### config.mk
export PLATFORM = sky130hd
export DESIGN_NAME = atsi_timer
export DESIGN_NICKNAME = d
export VERILOG_FILES = /design/src/rtl/atsi_pkg.sv /design/src/rtl/atsi_hold_xfer.sv /design/src/rtl/atsi_timer.sv
export SDC_FILE = /design/constraint.sdc
export NUM_CORES = 1
export LEC_CHECK = 0
export BUFFER_PORTS_ARGS = -buffer_cell sky130_fd_sc_hd__buf_2
export CORE_AREA = 2 2 124 126
export CTS_CLUSTER_DIAMETER = 40
export DETAILED_ROUTE_END_ITERATION = 10
export DIE_AREA = 0 0 126 128
export PLACE_DENSITY = 0.57
export SLEW_MARGIN = 10
export SYNTH_ARGS = -nofsm -noshare
export SYNTH_HDL_FRONTEND = slang
export SYNTH_SLANG_ARGS = --single-unit
### constraint.sdc
create_clock -name clk_sys_in -period 5.6 [get_ports clk_sys_in]
set_input_delay 0.84 -clock clk_sys_in [delete_from_list [all_inputs] [get_ports clk_sys_in]]
set_output_delay 0.84 -clock clk_sys_in [all_outputs]
set_load 0.03 [all_outputs]
### src/rtl/atsi_pkg.sv
// constants for the asynchronous timer register transfer and interrupt block
package atsi_pkg;
   localparam logic [7:0] ADDR_COUNT    = 8'h00;
   localparam logic [7:0] ADDR_COMPARE  = 8'h04;
   localparam logic [7:0] ADDR_CTRL     = 8'h08;
   localparam logic [7:0] ADDR_STATUS   = 8'h0c;
   localparam logic [7:0] ADDR_MASK     = 8'h10;
   localparam logic [7:0] ADDR_FLAGS    = 8'h14;
   localparam logic [7:0] ADDR_SFIO     = 8'h18;
   // status fields
   localparam int BIT_ASYNC_SEL   = 3;
   localparam int BIT_COUNT_BUSY  = 2;
   localparam int BIT_CMP_BUSY    = 1;
   localparam int BIT_CTRL_BUSY   = 0;
   // mask, flag and sfio fields
   localparam int BIT_CMP_IRQ     = 7;
   localparam int BIT_OVF_IRQ     = 6;
   localparam int BIT_PSR         = 1;
   // control fields
   localparam int BIT_FORCE       = 7;
   localparam int BIT_WGM0        = 6;
   localparam int BIT_WGM1        = 3;
   localparam int COM_HI          = 5;
   localparam int COM_LO          = 4;
   localparam int CS_HI           = 2;
   localparam logic [7:0] MASK_RESET  = 8'h00;
   localparam logic [7:0] CTRL_RESET  = 8'h00;
   // timing counts
   localparam int XFER_EDGES      = 2;
   localparam int FLAG_SYNC_CYC   = 3;
   localparam int CPU_HOLD_CYC    = 4;
   localparam int PRESC_W         = 10;
   typedef enum logic [1:0] {
      ATSI_NORMAL = 2'b00,
      ATSI_PC_PWM = 2'b01,
      ATSI_CTC    = 2'b10,
      ATSI_FAST   = 2'b11
   } atsi_wgm_t;
endpackage

### src/rtl/atsi_hold_xfer.sv
// holding register with busy handshake into the timer tick domain
`timescale 1ns/1ps
module atsi_hold_xfer #(
   parameter int W = 8
) (
   // clock and reset
   input  wire logic         clk_sys_in,
   input  wire logic         rst_in,
   // write side
   input  wire logic         wr_in,
   input  wire logic [W-1:0] wdata_in,
   input  wire logic         async_in,
   input  wire logic         osc_edge_in,
   // transfer side
   output logic      [W-1:0] hold_out,
   output logic              busy_out,
   output logic              load_out
);
   logic [1:0] edge_cnt_reg;

   always_ff @(posedge clk_sys_in)
   begin
      if (rst_in)
         hold_out <= '0;
      else if (wr_in)
         hold_out <= wdata_in;
   end

   // busy is the request, the second oscillator edge the acknowledge
   always_ff @(posedge clk_sys_in)
   begin
      if (rst_in)
      begin
         busy_out     <= 1'b0;
         load_out     <= 1'b0;
         edge_cnt_reg <= 2'b00;
      end
      else if (wr_in)
      begin
         busy_out     <= async_in;
         load_out     <= !async_in;
         edge_cnt_reg <= 2'b00;
      end
      else if (busy_out && osc_edge_in)
      begin
         load_out <= 1'b0;
         if (edge_cnt_reg == 2'(atsi_pkg::XFER_EDGES - 1))
         begin
            busy_out <= 1'b0;
            load_out <= 1'b1;
         end
         edge_cnt_reg <= edge_cnt_reg + 2'b01;
      end
      else
         load_out <= 1'b0;
   end

   property p_xfer_edge;
      @(posedge clk_sys_in) disable iff (rst_in)
      $fell(busy_out) && !$past(wr_in) |-> load_out && $past(osc_edge_in);
   endproperty
   a_xfer_edge: assert property (p_xfer_edge)
      else $error("busy cleared without oscillator edge");
endmodule // atsi_hold_xfer

### src/rtl/atsi_timer.sv
// asynchronous timer with register transfer, flags and wake-up
//
// Design decisions made here: the register offsets and the APB register port.
`timescale 1ns/1ps
module atsi_timer (
   // clock and reset
   input  wire logic        clk_sys_in,
   input  wire logic        rst_in,
   // apb slave
   input  wire logic        psel_in,
   input  wire logic        penable_in,
   input  wire logic        pwrite_in,
   input  wire logic [7:0]  paddr_in,
   input  wire logic [31:0] pwdata_in,
   output logic      [31:0] prdata_out,
   output logic             pready_out,
   output logic             pslverr_out,
   // oscillator pin and core status
   input  wire logic        osc_in_pin_in,
   input  wire logic        global_irq_enable_in,
   input  wire logic        compare_vector_ack_in,
   input  wire logic        overflow_vector_ack_in,
   input  wire logic        sleeping_in,
   input  wire logic        deep_sleep_in,
   // outputs
   output logic             compare_irq_out,
   output logic             overflow_irq_out,
   output logic             wake_out,
   output logic             cpu_hold_out,
   output logic             osc_enable_out,
   output logic             osc_pins_detached_out,
   output logic             compare_output_pin_out
);
   logic       osc_s1_reg, osc_s2_reg, osc_s3_reg, osc_lvl_reg;
   logic       osc_edge_reg;
   logic       async_sel_reg;
   logic [7:0] irq_mask_reg;
   logic       cmp_flag_reg, ovf_flag_reg;
   logic       psr_reg;
   logic [atsi_pkg::PRESC_W-1:0] presc_reg;
   logic [7:0] count_reg, readback_reg, compare_reg, ctrl_reg;
   logic       down_reg;
   logic [2:0] cmp_pipe_reg, ovf_pipe_reg;
   logic       armed_reg;
   logic [2:0] hold_cnt_reg;
   logic       match_ev_reg;
   logic       tclk_en, count_tick, match, blk;
   logic       setup, wr_acc;
   logic       wr_count, wr_cmp, wr_ctrl;
   logic [7:0] h_count, h_cmp, h_ctrl;
   logic       b_count, b_cmp, b_ctrl;
   logic       ld_count, ld_cmp, ld_ctrl;
   logic       cmp_ev, ovf_ev, cmp_set, ovf_set;
   logic [7:0] count_next;
   logic       down_next, ovf_next;
   atsi_pkg::atsi_wgm_t wgm;

   // tick of the selected prescaler tap
   function automatic logic presc_tap(input logic [2:0] cs,
                                      input logic [9:0] p);
      logic [9:0] m;
      m = 10'h000;
      unique case (cs)
         3'h0: m = 10'h3ff;
         3'h1: m = 10'h000;
         3'h2: m = 10'h007;
         3'h3: m = 10'h01f;
         3'h4: m = 10'h03f;
         3'h5: m = 10'h07f;
         3'h6: m = 10'h0ff;
         3'h7: m = 10'h3ff;
      endcase
      return (cs != 3'h0) && ((p & m) == m);
   endfunction

   // oscillator pin synchroniser, edge once stages two and three agree
   always_ff @(posedge clk_sys_in)
   begin
      if (rst_in)
      begin
         osc_s1_reg   <= 1'b0;
         osc_s2_reg   <= 1'b0;
         osc_s3_reg   <= 1'b0;
         osc_lvl_reg  <= 1'b0;
         osc_edge_reg <= 1'b0;
      end
      else
      begin
         osc_s1_reg   <= osc_in_pin_in;
         osc_s2_reg   <= osc_s1_reg;
         osc_s3_reg   <= osc_s2_reg;
         if (osc_s2_reg == osc_s3_reg)
            osc_lvl_reg <= osc_s3_reg;
         osc_edge_reg <= osc_s2_reg && osc_s3_reg && !osc_lvl_reg;
      end
   end

   // timer source: io clock unless the oscillator is selected
   assign tclk_en    = async_sel_reg ? osc_edge_reg : 1'b1;
   assign wgm        = atsi_pkg::atsi_wgm_t'({ctrl_reg[atsi_pkg::BIT_WGM1],
                                   ctrl_reg[atsi_pkg::BIT_WGM0]});
   assign count_tick = tclk_en && !psr_reg
                       && presc_tap(ctrl_reg[atsi_pkg::CS_HI:0], presc_reg);

   // apb decode
   assign setup    = psel_in && !penable_in;
   assign wr_acc   = psel_in && penable_in && pready_out && pwrite_in;
   assign wr_count = wr_acc && paddr_in == atsi_pkg::ADDR_COUNT;
   assign wr_cmp   = wr_acc && paddr_in == atsi_pkg::ADDR_COMPARE;
   assign wr_ctrl  = wr_acc && paddr_in == atsi_pkg::ADDR_CTRL;

   atsi_hold_xfer #(.W(8)) u_count (
      .clk_sys_in  (clk_sys_in),
      .rst_in      (rst_in),
      .wr_in       (wr_count),
      .wdata_in    (pwdata_in[7:0]),
      .async_in    (async_sel_reg),
      .osc_edge_in (osc_edge_reg),
      .hold_out    (h_count),
      .busy_out    (b_count),
      .load_out    (ld_count)
   );
   atsi_hold_xfer #(.W(8)) u_cmp (
      .clk_sys_in  (clk_sys_in),
      .rst_in      (rst_in),
      .wr_in       (wr_cmp),
      .wdata_in    (pwdata_in[7:0]),
      .async_in    (async_sel_reg),
      .osc_edge_in (osc_edge_reg),
      .hold_out    (h_cmp),
      .busy_out    (b_cmp),
      .load_out    (ld_cmp)
   );
   // the force strobe is not stored, so it reads back as zero
   atsi_hold_xfer #(.W(8)) u_ctrl (
      .clk_sys_in  (clk_sys_in),
      .rst_in      (rst_in),
      .wr_in       (wr_ctrl),
      .wdata_in    ({1'b0, pwdata_in[6:0]}),
      .async_in    (async_sel_reg),
      .osc_edge_in (osc_edge_reg),
      .hold_out    (h_ctrl),
      .busy_out    (b_ctrl),
      .load_out    (ld_ctrl)
   );

   // apb answer: data and ready prepared in the setup cycle
   always_ff @(posedge clk_sys_in)
   begin
      if (rst_in)
      begin
         prdata_out  <= 32'h0000_0000;
         pready_out  <= 1'b0;
         pslverr_out <= 1'b0;
      end
      else
      begin
         pready_out  <= setup;
         pslverr_out <= 1'b0;
         prdata_out  <= 32'h0000_0000;
         if (setup)
         begin
            unique case (paddr_in)
               atsi_pkg::ADDR_COUNT:   prdata_out[7:0] <= readback_reg;
               atsi_pkg::ADDR_COMPARE: prdata_out[7:0] <= h_cmp;
               atsi_pkg::ADDR_CTRL:    prdata_out[7:0] <= h_ctrl;
               atsi_pkg::ADDR_STATUS:  prdata_out[3:0] <=
                  {async_sel_reg, b_count, b_cmp, b_ctrl};
               atsi_pkg::ADDR_MASK:    prdata_out[7:0] <= irq_mask_reg;
               atsi_pkg::ADDR_FLAGS:   prdata_out[7:6] <=
                  {cmp_flag_reg, ovf_flag_reg};
               atsi_pkg::ADDR_SFIO:    prdata_out[atsi_pkg::BIT_PSR] <=
                  psr_reg && async_sel_reg;
               default:                pslverr_out <= 1'b1;
            endcase
         end
      end
   end

   // software control bits
   always_ff @(posedge clk_sys_in)
   begin
      if (rst_in)
      begin
         async_sel_reg <= 1'b0;
         irq_mask_reg  <= atsi_pkg::MASK_RESET;
      end
      else if (wr_acc && paddr_in == atsi_pkg::ADDR_STATUS)
         async_sel_reg <= pwdata_in[atsi_pkg::BIT_ASYNC_SEL];
      else if (wr_acc && paddr_in == atsi_pkg::ADDR_MASK)
         irq_mask_reg  <= {pwdata_in[7:6], 6'h00};
   end

   // prescaler with reset request held until a timer tick takes it
   always_ff @(posedge clk_sys_in)
   begin
      if (rst_in)
      begin
         psr_reg   <= 1'b0;
         presc_reg <= '0;
      end
      else
      begin
         if (wr_acc && paddr_in == atsi_pkg::ADDR_SFIO
             && pwdata_in[atsi_pkg::BIT_PSR])
            psr_reg <= 1'b1;
         else if (tclk_en)
            psr_reg <= 1'b0;
         if (tclk_en)
            presc_reg <= psr_reg ? '0 : presc_reg + 1'b1;
      end
   end

   // counter sequencing per waveform mode
   assign blk   = b_count || b_cmp || ld_count || ld_cmp;
   assign match = (count_reg == compare_reg) && !blk;
   always_comb
   begin
      count_next = count_reg + 8'h01;
      down_next  = down_reg;
      ovf_next   = 1'b0;
      unique case (wgm)
         atsi_pkg::ATSI_NORMAL, atsi_pkg::ATSI_FAST:
            ovf_next = count_reg == 8'hff;
         atsi_pkg::ATSI_CTC:
         begin
            ovf_next = count_reg == 8'hff;
            if (match)
               count_next = 8'h00;
         end
         atsi_pkg::ATSI_PC_PWM:
         begin
            if (!down_reg && count_reg == 8'hff)
            begin
               down_next  = 1'b1;
               count_next = count_reg - 8'h01;
            end
            else if (down_reg && count_reg == 8'h00)
            begin
               down_next  = 1'b0;
               ovf_next   = 1'b1;
            end
            else if (down_reg)
               count_next = count_reg - 8'h01;
         end
      endcase
   end

   // destinations load from holding registers, a load beats a tick
   always_ff @(posedge clk_sys_in)
   begin
      if (rst_in)
      begin
         count_reg    <= 8'h00;
         compare_reg  <= 8'h00;
         ctrl_reg     <= atsi_pkg::CTRL_RESET;
         down_reg     <= 1'b0;
         match_ev_reg <= 1'b0;
      end
      else
      begin
         match_ev_reg <= 1'b0;
         if (ld_cmp)
            compare_reg <= h_cmp;
         if (ld_ctrl)
            ctrl_reg <= h_ctrl;
         if (ld_count)
            count_reg <= h_count;
         else if (count_tick)
         begin
            count_reg    <= count_next;
            down_reg     <= down_next;
            match_ev_reg <= match;
         end
      end
   end

   // compare pin follows the timer tick, not the processor clock
   always_ff @(posedge clk_sys_in)
   begin
      if (rst_in)
         compare_output_pin_out <= 1'b0;
      else if (count_tick && !ld_count)
      begin
         if (wgm == atsi_pkg::ATSI_NORMAL || wgm == atsi_pkg::ATSI_CTC)
         begin
            if (match)
               unique case (ctrl_reg[atsi_pkg::COM_HI:atsi_pkg::COM_LO])
                  2'h0: compare_output_pin_out <= 1'b0;
                  2'h1: compare_output_pin_out <= !compare_output_pin_out;
                  2'h2: compare_output_pin_out <= 1'b0;
                  2'h3: compare_output_pin_out <= 1'b1;
               endcase
         end
         else if (ctrl_reg[atsi_pkg::COM_HI])
         begin
            if (match)
               compare_output_pin_out <= ctrl_reg[atsi_pkg::COM_LO]
                  ^ (wgm == atsi_pkg::ATSI_PC_PWM && down_reg);
            else if (wgm == atsi_pkg::ATSI_FAST && count_reg == 8'hff)
               compare_output_pin_out <= !ctrl_reg[atsi_pkg::COM_LO];
         end
      end
   end

   // flag events cross with three processor cycles when asynchronous
   assign cmp_ev  = match_ev_reg;
   assign ovf_ev  = count_tick && !ld_count && ovf_next;
   assign cmp_set = async_sel_reg ? cmp_pipe_reg[2] : cmp_ev;
   assign ovf_set = async_sel_reg ? ovf_pipe_reg[2] : ovf_ev;
   always_ff @(posedge clk_sys_in)
   begin
      if (rst_in)
      begin
         cmp_pipe_reg <= 3'h0;
         ovf_pipe_reg <= 3'h0;
      end
      else
      begin
         cmp_pipe_reg <= {cmp_pipe_reg[1:0], cmp_ev && async_sel_reg};
         ovf_pipe_reg <= {ovf_pipe_reg[1:0], ovf_ev && async_sel_reg};
      end
   end

   // sticky flags, a set in the clearing cycle wins
   always_ff @(posedge clk_sys_in)
   begin
      if (rst_in)
      begin
         cmp_flag_reg <= 1'b0;
         ovf_flag_reg <= 1'b0;
      end
      else
      begin
         if (cmp_set)
            cmp_flag_reg <= 1'b1;
         else if (compare_vector_ack_in || (wr_acc
                  && paddr_in == atsi_pkg::ADDR_FLAGS
                  && pwdata_in[atsi_pkg::BIT_CMP_IRQ]))
            cmp_flag_reg <= 1'b0;
         if (ovf_set)
            ovf_flag_reg <= 1'b1;
         else if (overflow_vector_ack_in || (wr_acc
                  && paddr_in == atsi_pkg::ADDR_FLAGS
                  && pwdata_in[atsi_pkg::BIT_OVF_IRQ]))
            ovf_flag_reg <= 1'b0;
      end
   end

   always_ff @(posedge clk_sys_in)
   begin
      if (rst_in)
      begin
         compare_irq_out  <= 1'b0;
         overflow_irq_out <= 1'b0;
      end
      else
      begin
         compare_irq_out  <= irq_mask_reg[atsi_pkg::BIT_CMP_IRQ]
                             && global_irq_enable_in && cmp_flag_reg;
         overflow_irq_out <= irq_mask_reg[atsi_pkg::BIT_OVF_IRQ]
                             && global_irq_enable_in && ovf_flag_reg;
      end
   end

   // oscillator power and pin ownership; deep sleep stops the oscillator, pins stay detached
   always_ff @(posedge clk_sys_in)
   begin
      if (rst_in)
      begin
         osc_enable_out        <= 1'b0;
         osc_pins_detached_out <= 1'b0;
      end
      else
      begin
         osc_enable_out        <= async_sel_reg && !deep_sleep_in;
         osc_pins_detached_out <= async_sel_reg;
      end
   end

   // wake on the tick after the condition; rearm after one tick awake
   always_ff @(posedge clk_sys_in)
   begin
      if (rst_in)
      begin
         wake_out     <= 1'b0;
         armed_reg    <= 1'b1;
         cpu_hold_out <= 1'b0;
         hold_cnt_reg <= 3'h0;
      end
      else
      begin
         if (!sleeping_in)
            wake_out <= 1'b0;
         else if (tclk_en && armed_reg && (compare_irq_out
                  || overflow_irq_out))
         begin
            wake_out  <= 1'b1;
            armed_reg <= 1'b0;
         end
         if (!armed_reg && !sleeping_in && tclk_en)
            armed_reg <= 1'b1;
         if (wake_out && !sleeping_in && !cpu_hold_out
             && hold_cnt_reg == 3'h0)
         begin
            cpu_hold_out <= 1'b1;
            hold_cnt_reg <= 3'(atsi_pkg::CPU_HOLD_CYC - 1);
         end
         else if (hold_cnt_reg != 3'h0)
            hold_cnt_reg <= hold_cnt_reg - 3'h1;
         else
            cpu_hold_out <= 1'b0;
      end
   end

   // readback refreshed on every timer tick edge
   always_ff @(posedge clk_sys_in)
   begin
      if (rst_in)
         readback_reg <= 8'h00;
      else if (tclk_en)
         readback_reg <= count_reg;
   end

   property p_busy_ctrl;
      @(posedge clk_sys_in) disable iff (rst_in)
      wr_ctrl && async_sel_reg |=> b_ctrl;
   endproperty
   a_busy_ctrl: assert property (p_busy_ctrl)
      else $error("control busy not set by write");

   property p_busy_cnt;
      @(posedge clk_sys_in) disable iff (rst_in)
      (wr_count && async_sel_reg |=> b_count)
      and (wr_cmp && async_sel_reg |=> b_cmp);
   endproperty
   a_busy_cnt: assert property (p_busy_cnt)
      else $error("count or compare busy not set");

   property p_read_cmp;
      @(posedge clk_sys_in) disable iff (rst_in)
      setup && paddr_in == atsi_pkg::ADDR_COMPARE
      |=> prdata_out[7:0] == $past(h_cmp) && pready_out;
   endproperty
   a_read_cmp: assert property (p_read_cmp)
      else $error("compare read not from holding register");

   property p_no_match;
      @(posedge clk_sys_in) disable iff (rst_in)
      b_cmp || b_count |=> !match_ev_reg;
   endproperty
   a_no_match: assert property (p_no_match)
      else $error("compare match during transfer");

   property p_irq_cmp;
      @(posedge clk_sys_in) disable iff (rst_in)
      ##1 compare_irq_out == $past(cmp_flag_reg && global_irq_enable_in
                           && irq_mask_reg[atsi_pkg::BIT_CMP_IRQ]);
   endproperty
   a_irq_cmp: assert property (p_irq_cmp)
      else $error("compare interrupt mismatch");

   property p_irq_ovf;
      @(posedge clk_sys_in) disable iff (rst_in)
      overflow_irq_out |-> $past(ovf_flag_reg && global_irq_enable_in);
   endproperty
   a_irq_ovf: assert property (p_irq_ovf)
      else $error("overflow interrupt without cause");

   property p_flag_sync;
      @(posedge clk_sys_in) disable iff (rst_in)
      cmp_ev && async_sel_reg ##1 async_sel_reg [*3] |=> cmp_flag_reg;
   endproperty
   a_flag_sync: assert property (p_flag_sync)
      else $error("compare flag not set three cycles after event");

   property p_psr_clear;
      @(posedge clk_sys_in) disable iff (rst_in)
      psr_reg && tclk_en && !wr_acc |=> !psr_reg && presc_reg == '0;
   endproperty
   a_psr_clear: assert property (p_psr_clear)
      else $error("prescaler reset not completed");

   property p_hold4;
      @(posedge clk_sys_in) disable iff (rst_in)
      $rose(cpu_hold_out) |-> cpu_hold_out [*4] ##1 !cpu_hold_out;
   endproperty
   a_hold4: assert property (p_hold4)
      else $error("processor hold not four cycles");

   c_async_xfer: cover property (@(posedge clk_sys_in) disable iff (rst_in)
      $fell(b_cmp));
   c_cmp_irq: cover property (@(posedge clk_sys_in) disable iff (rst_in)
      $rose(compare_irq_out));
   c_wake: cover property (@(posedge clk_sys_in) disable iff (rst_in)
      $rose(wake_out));
endmodule // atsi_timer

==> results by stage <==
Logic synthesis:
- In this run the cell area of the synthesized design comes to 5800 µm².
- The proportion of register bits with asynchronous set or reset after synthesis is 0%.
- The fraction of synthesized cell area taken by the top area cell type is a little over two fifths.
- A synthesized cell averages approximately 8.6 µm².
- The number of instances in the synthesized netlist is 678.
- The warning count from the yosys run is 0.
- The dominant cell type by area after synthesis is dfxtp_1.
- The count of unique library cells instantiated by Yosys is 61.
- The proportion of synthesized chip area in sequential cells is around 42%.
- The dominant register cell in the synthesized netlist is dfxtp_1.
- By area the synthesized netlist is led by dfxtp_1, nand2_1, mux2i_1.
- The post-synthesis sequential element count is between 100 and 150.
- In this run, synthesis inferred 0 flip-flops with an integrated enable.

Timing:
- For the final routed database, the setup TNS stands at 0 ns.
- The share of the clock period used by the worst path is 51.2%.
- Setup repair after global routing left no endpoint under its margin.
- The slew at the pin closest to its max-slew limit is 0.800 ns.
- Setup violations remaining at the end of the flow were counted as 0.
- Subtracting the final worst setup slack from the clock period gives around 2.9 ns.
- The count of pins over their slew limit is 0.
- The tightest slew margin relative to the limit is 46.6%.
- The hold violation total from the final report was 0.
- Clock skew on the completed layout was measured at slightly below 0.009 ns.
- Hold is met by 0.416 ns.
- Static timing analysis puts the maximum clock frequency at between 300 and 400 MHz.

Clocking:
- The clock passes through at most 2 buffers.
- The count of instances resized after the clock tree is built is 0.
- The clock transition at the registers of the reported paths is roughly 0.05 ns.
- The cell at the root of the clock tree is clkbuf_16.
- The total clock sinks is 122.
- The number of hold buffers added after CTS is 0.
- CTS built an H-tree with a depth of 4.
- The clock insertion delay at the later pin of the skew report is 0.41 ns.
- The count of buffers added by post-CTS timing repair for setup is 0.
- TritonCTS created 17 clock buffers.
- TritonCTS built the clock tree.

Global routing:
- Across every metal layer, demand over resource in global routing totals between 10% and 20%.
- The via count of the first global-routing pass is 4579.
- The initial antenna violation count is 0.
- The maximum number of pins on one net before global-route repair is 74.
- The total congestion overflow after global routing is 0.
- The wire length of the first global-routing pass is 23.6 mm.

Power:
- The worst-case IR drop observed on VDD is 202 µV.
- The power density over cell area is 330 nW/µm².
- The total power draw is 2.18 mW.
- Summed over all cells, the static leakage comes to between 2 and 3 nW.

Critical path:
- For the worst setup path, the data required time is 5.86 ns.
- The setup check on the worst reg-to-reg path leaves a slack of 2.73 ns.
- Of all nets on the critical path, the largest fanout is 9.
- The critical path is of the flip-flop to flip-flop type.
- The arrival time of the worst setup path is 3.12 ns.
- STA classifies the critical path startpoint as a flip-flop.
- STA classifies the critical path endpoint as a flip-flop.

Cells and area:
- In the final layout, the multi-input gates occupy between 3000 and 4000 µm².
- The number of filler instances in the final layout is roughly 1500.
- Cells fill between 40% and 50% of the core in the end.
- The storage element area is 2440 µm².
- The number of antenna cells inserted is 0.
- Relative to the synthesized area, the layout overhead comes to 13.9%.
- Of the cells placed in the final design, the portion with a size suffix greater than 1 is 12.8%.
- The final instance area is 6610 µm².
- The register with the most flip-flops in the layout has 10 of them.
- The net count of the finished layout is between 700 and 800.

Routing:
- The number of nets with antenna violations after detailed routing is 0.
- Dividing the detail-routed wire length by the instance count gives around 16 µm.
- The iteration-0 DRC count of the detailed router is around 330.
- The first TritonRoute pass finished after 7 iterations.
- The mean number of vias per cell is 5.28.
- After detailed routing, the number of remaining DRC violations is 0.
- The detailed-route wire length is 14.3 mm.
- The via total after detailed routing is between 4000 and 5000.

Floorplan:
- The die is 126 µm wide.
- From bottom edge to top edge, the die measures between 100 and 150 µm.
- The total core area is 14900 µm².
- The floorplan has 45 rows.
- The starting utilization of the core area is 39.0%.
- The overall die area is roughly 16000 µm².
- In this run the count of I/O pins placed on the die edge is 92.

Flow run:
- Max-cap violations in this run came to 0.

Run status:
- The run finished with clean final reports.

Placed design:
- In this run the tool buffered the top-level ports with 43 buffer cells.
- Once placement finished, the instance area stood at 6000 µm².
- The HPWL reported at the end of detailed placement is between 10 and 15 mm.
- The congestion estimate from routability-driven global placement came to 0.846.

Hold path:
- The path class of the lowest-slack min-delay path is flip-flop to flip-flop.
==> stage by stage <==
step / worst slack [ns] / cells
2_1_floorplan: 3.36 / 701
3_3_place_gp: 2.77 / 870
3_5_place_dp: 2.77 / 870
4_1_cts: 2.76 / 901
5_1_grt: 2.52 / 901
6_report: 2.73 / 901
==> final cells by class <==
class | count | area share [%]
Sequential cell | 122 | 37.0
Tap cell | 188 | 3.56
Inverter | 24 | 1.36
Timing Repair Buffer | 45 | 3.48
Multi-Input combinational cell | 491 | 45.5
Clock buffer | 24 | 7.44
Clock inverter | 7 | 1.72
==> report_power, final <==
group          switching [mW]  internal (mW)  total [mW]  leakage (nW)
sequential             0.0124          0.888       0.900         0.985
combinational           0.106         0.0555       0.162          1.36
clock                   0.374          0.743        1.12         0.300
==> Yosys cell counts (11+ instances only) <==
cell type	n
o21ai_0	16
ha_1	17
buf_4	24
a21oi_1	47
nand3_1	19
nor2_1	72
nand2_1	91
and3_1	11
mux2i_1	33
dfxtp_1	122
nor3_1	22
clkbuf_1	29
nor2b_1	16
xor2_1	18
inv_1	24
==> worst paths after layout <==
path,startpoint,end,cells past startpoint
setup / recovery,count_reg[0]$_SDFFE_PP0P_,count_reg[3]$_SDFFE_PP0P_,7
hold / removal,osc_lvl_reg$_SDFFE_PP0N_,osc_edge_reg$_SDFF_PP0_,1
setup reg to reg,count_reg[0]$_SDFFE_PP0P_,count_reg[3]$_SDFFE_PP0P_,7
hold reg to reg,osc_lvl_reg$_SDFFE_PP0N_,osc_edge_reg$_SDFF_PP0_,1
==> critical path: stages (launching register included) <==
cell      delay [ns]
dfxtp_1         0.58
ha_1            0.31
nand3_1         0.18
nor2_1          0.52
o21ai_1         0.36
o221a_2         0.33
o311ai_0        0.29
a31oi_1         0.14
==> kinds of logic (layout without fill, tap and decap cells) <==
| logic type | after synthesis | after routing | share of synthesized area, % |
|---|---|---|---|
| and+or+nand+nor | 272 | 272 | 22.3 |
| DFF | 122 | 122 | 42.1 |
| other | 1 | 24 | 0.0646 |
| xor gates and xnor gates | 26 | 26 | 3.92 |
| adders and majority gates | 17 | 17 | 3.67 |
| muxes | 40 | 40 | 7.83 |
| AOI/OAI and AO/OA | 112 | 112 | 12.5 |
| buffers and inverters | 88 | 100 | 7.61 |
==> cells in the final DEF, fill, tap and decap left out, types with 4 or more instances in the layout <==
cell       instances
or3_1              4
nand2_1           91
xnor2_1            8
buf_2             43
inv_1             24
a211oi_1           6
clkbuf_8           4
and3_1            11
nor3_1            22
xor2_1            18
mux2i_1           33
mux4_2             4
o21ai_0           16
nand4_1            4
dfxtp_1          122
o211ai_1           4
conb_1            24
nor2_1            72
nor3b_1            7
a21oi_1           47
nand3_1           19
a31oi_1            5
clkbuf_16         17
nand3b_1           6
nor2b_1           16
ha_1              17
nand2b_1           4
==> routing by layer <==
| layer | up-vias | track usage (%) | wire length (µm) |
|---|---|---|---|
| met4 | 0 | 7.18 | 277 |
| met1 | 2267 | 24.4 | 6930 |
| met2 | 150 | 29.3 | 6440 |
| met5 | - | 0 | 0 |
| met3 | 21 | 4.59 | 668 |
| li1 | 2323 | - | - |
Power figures use the tool's default switching activity.
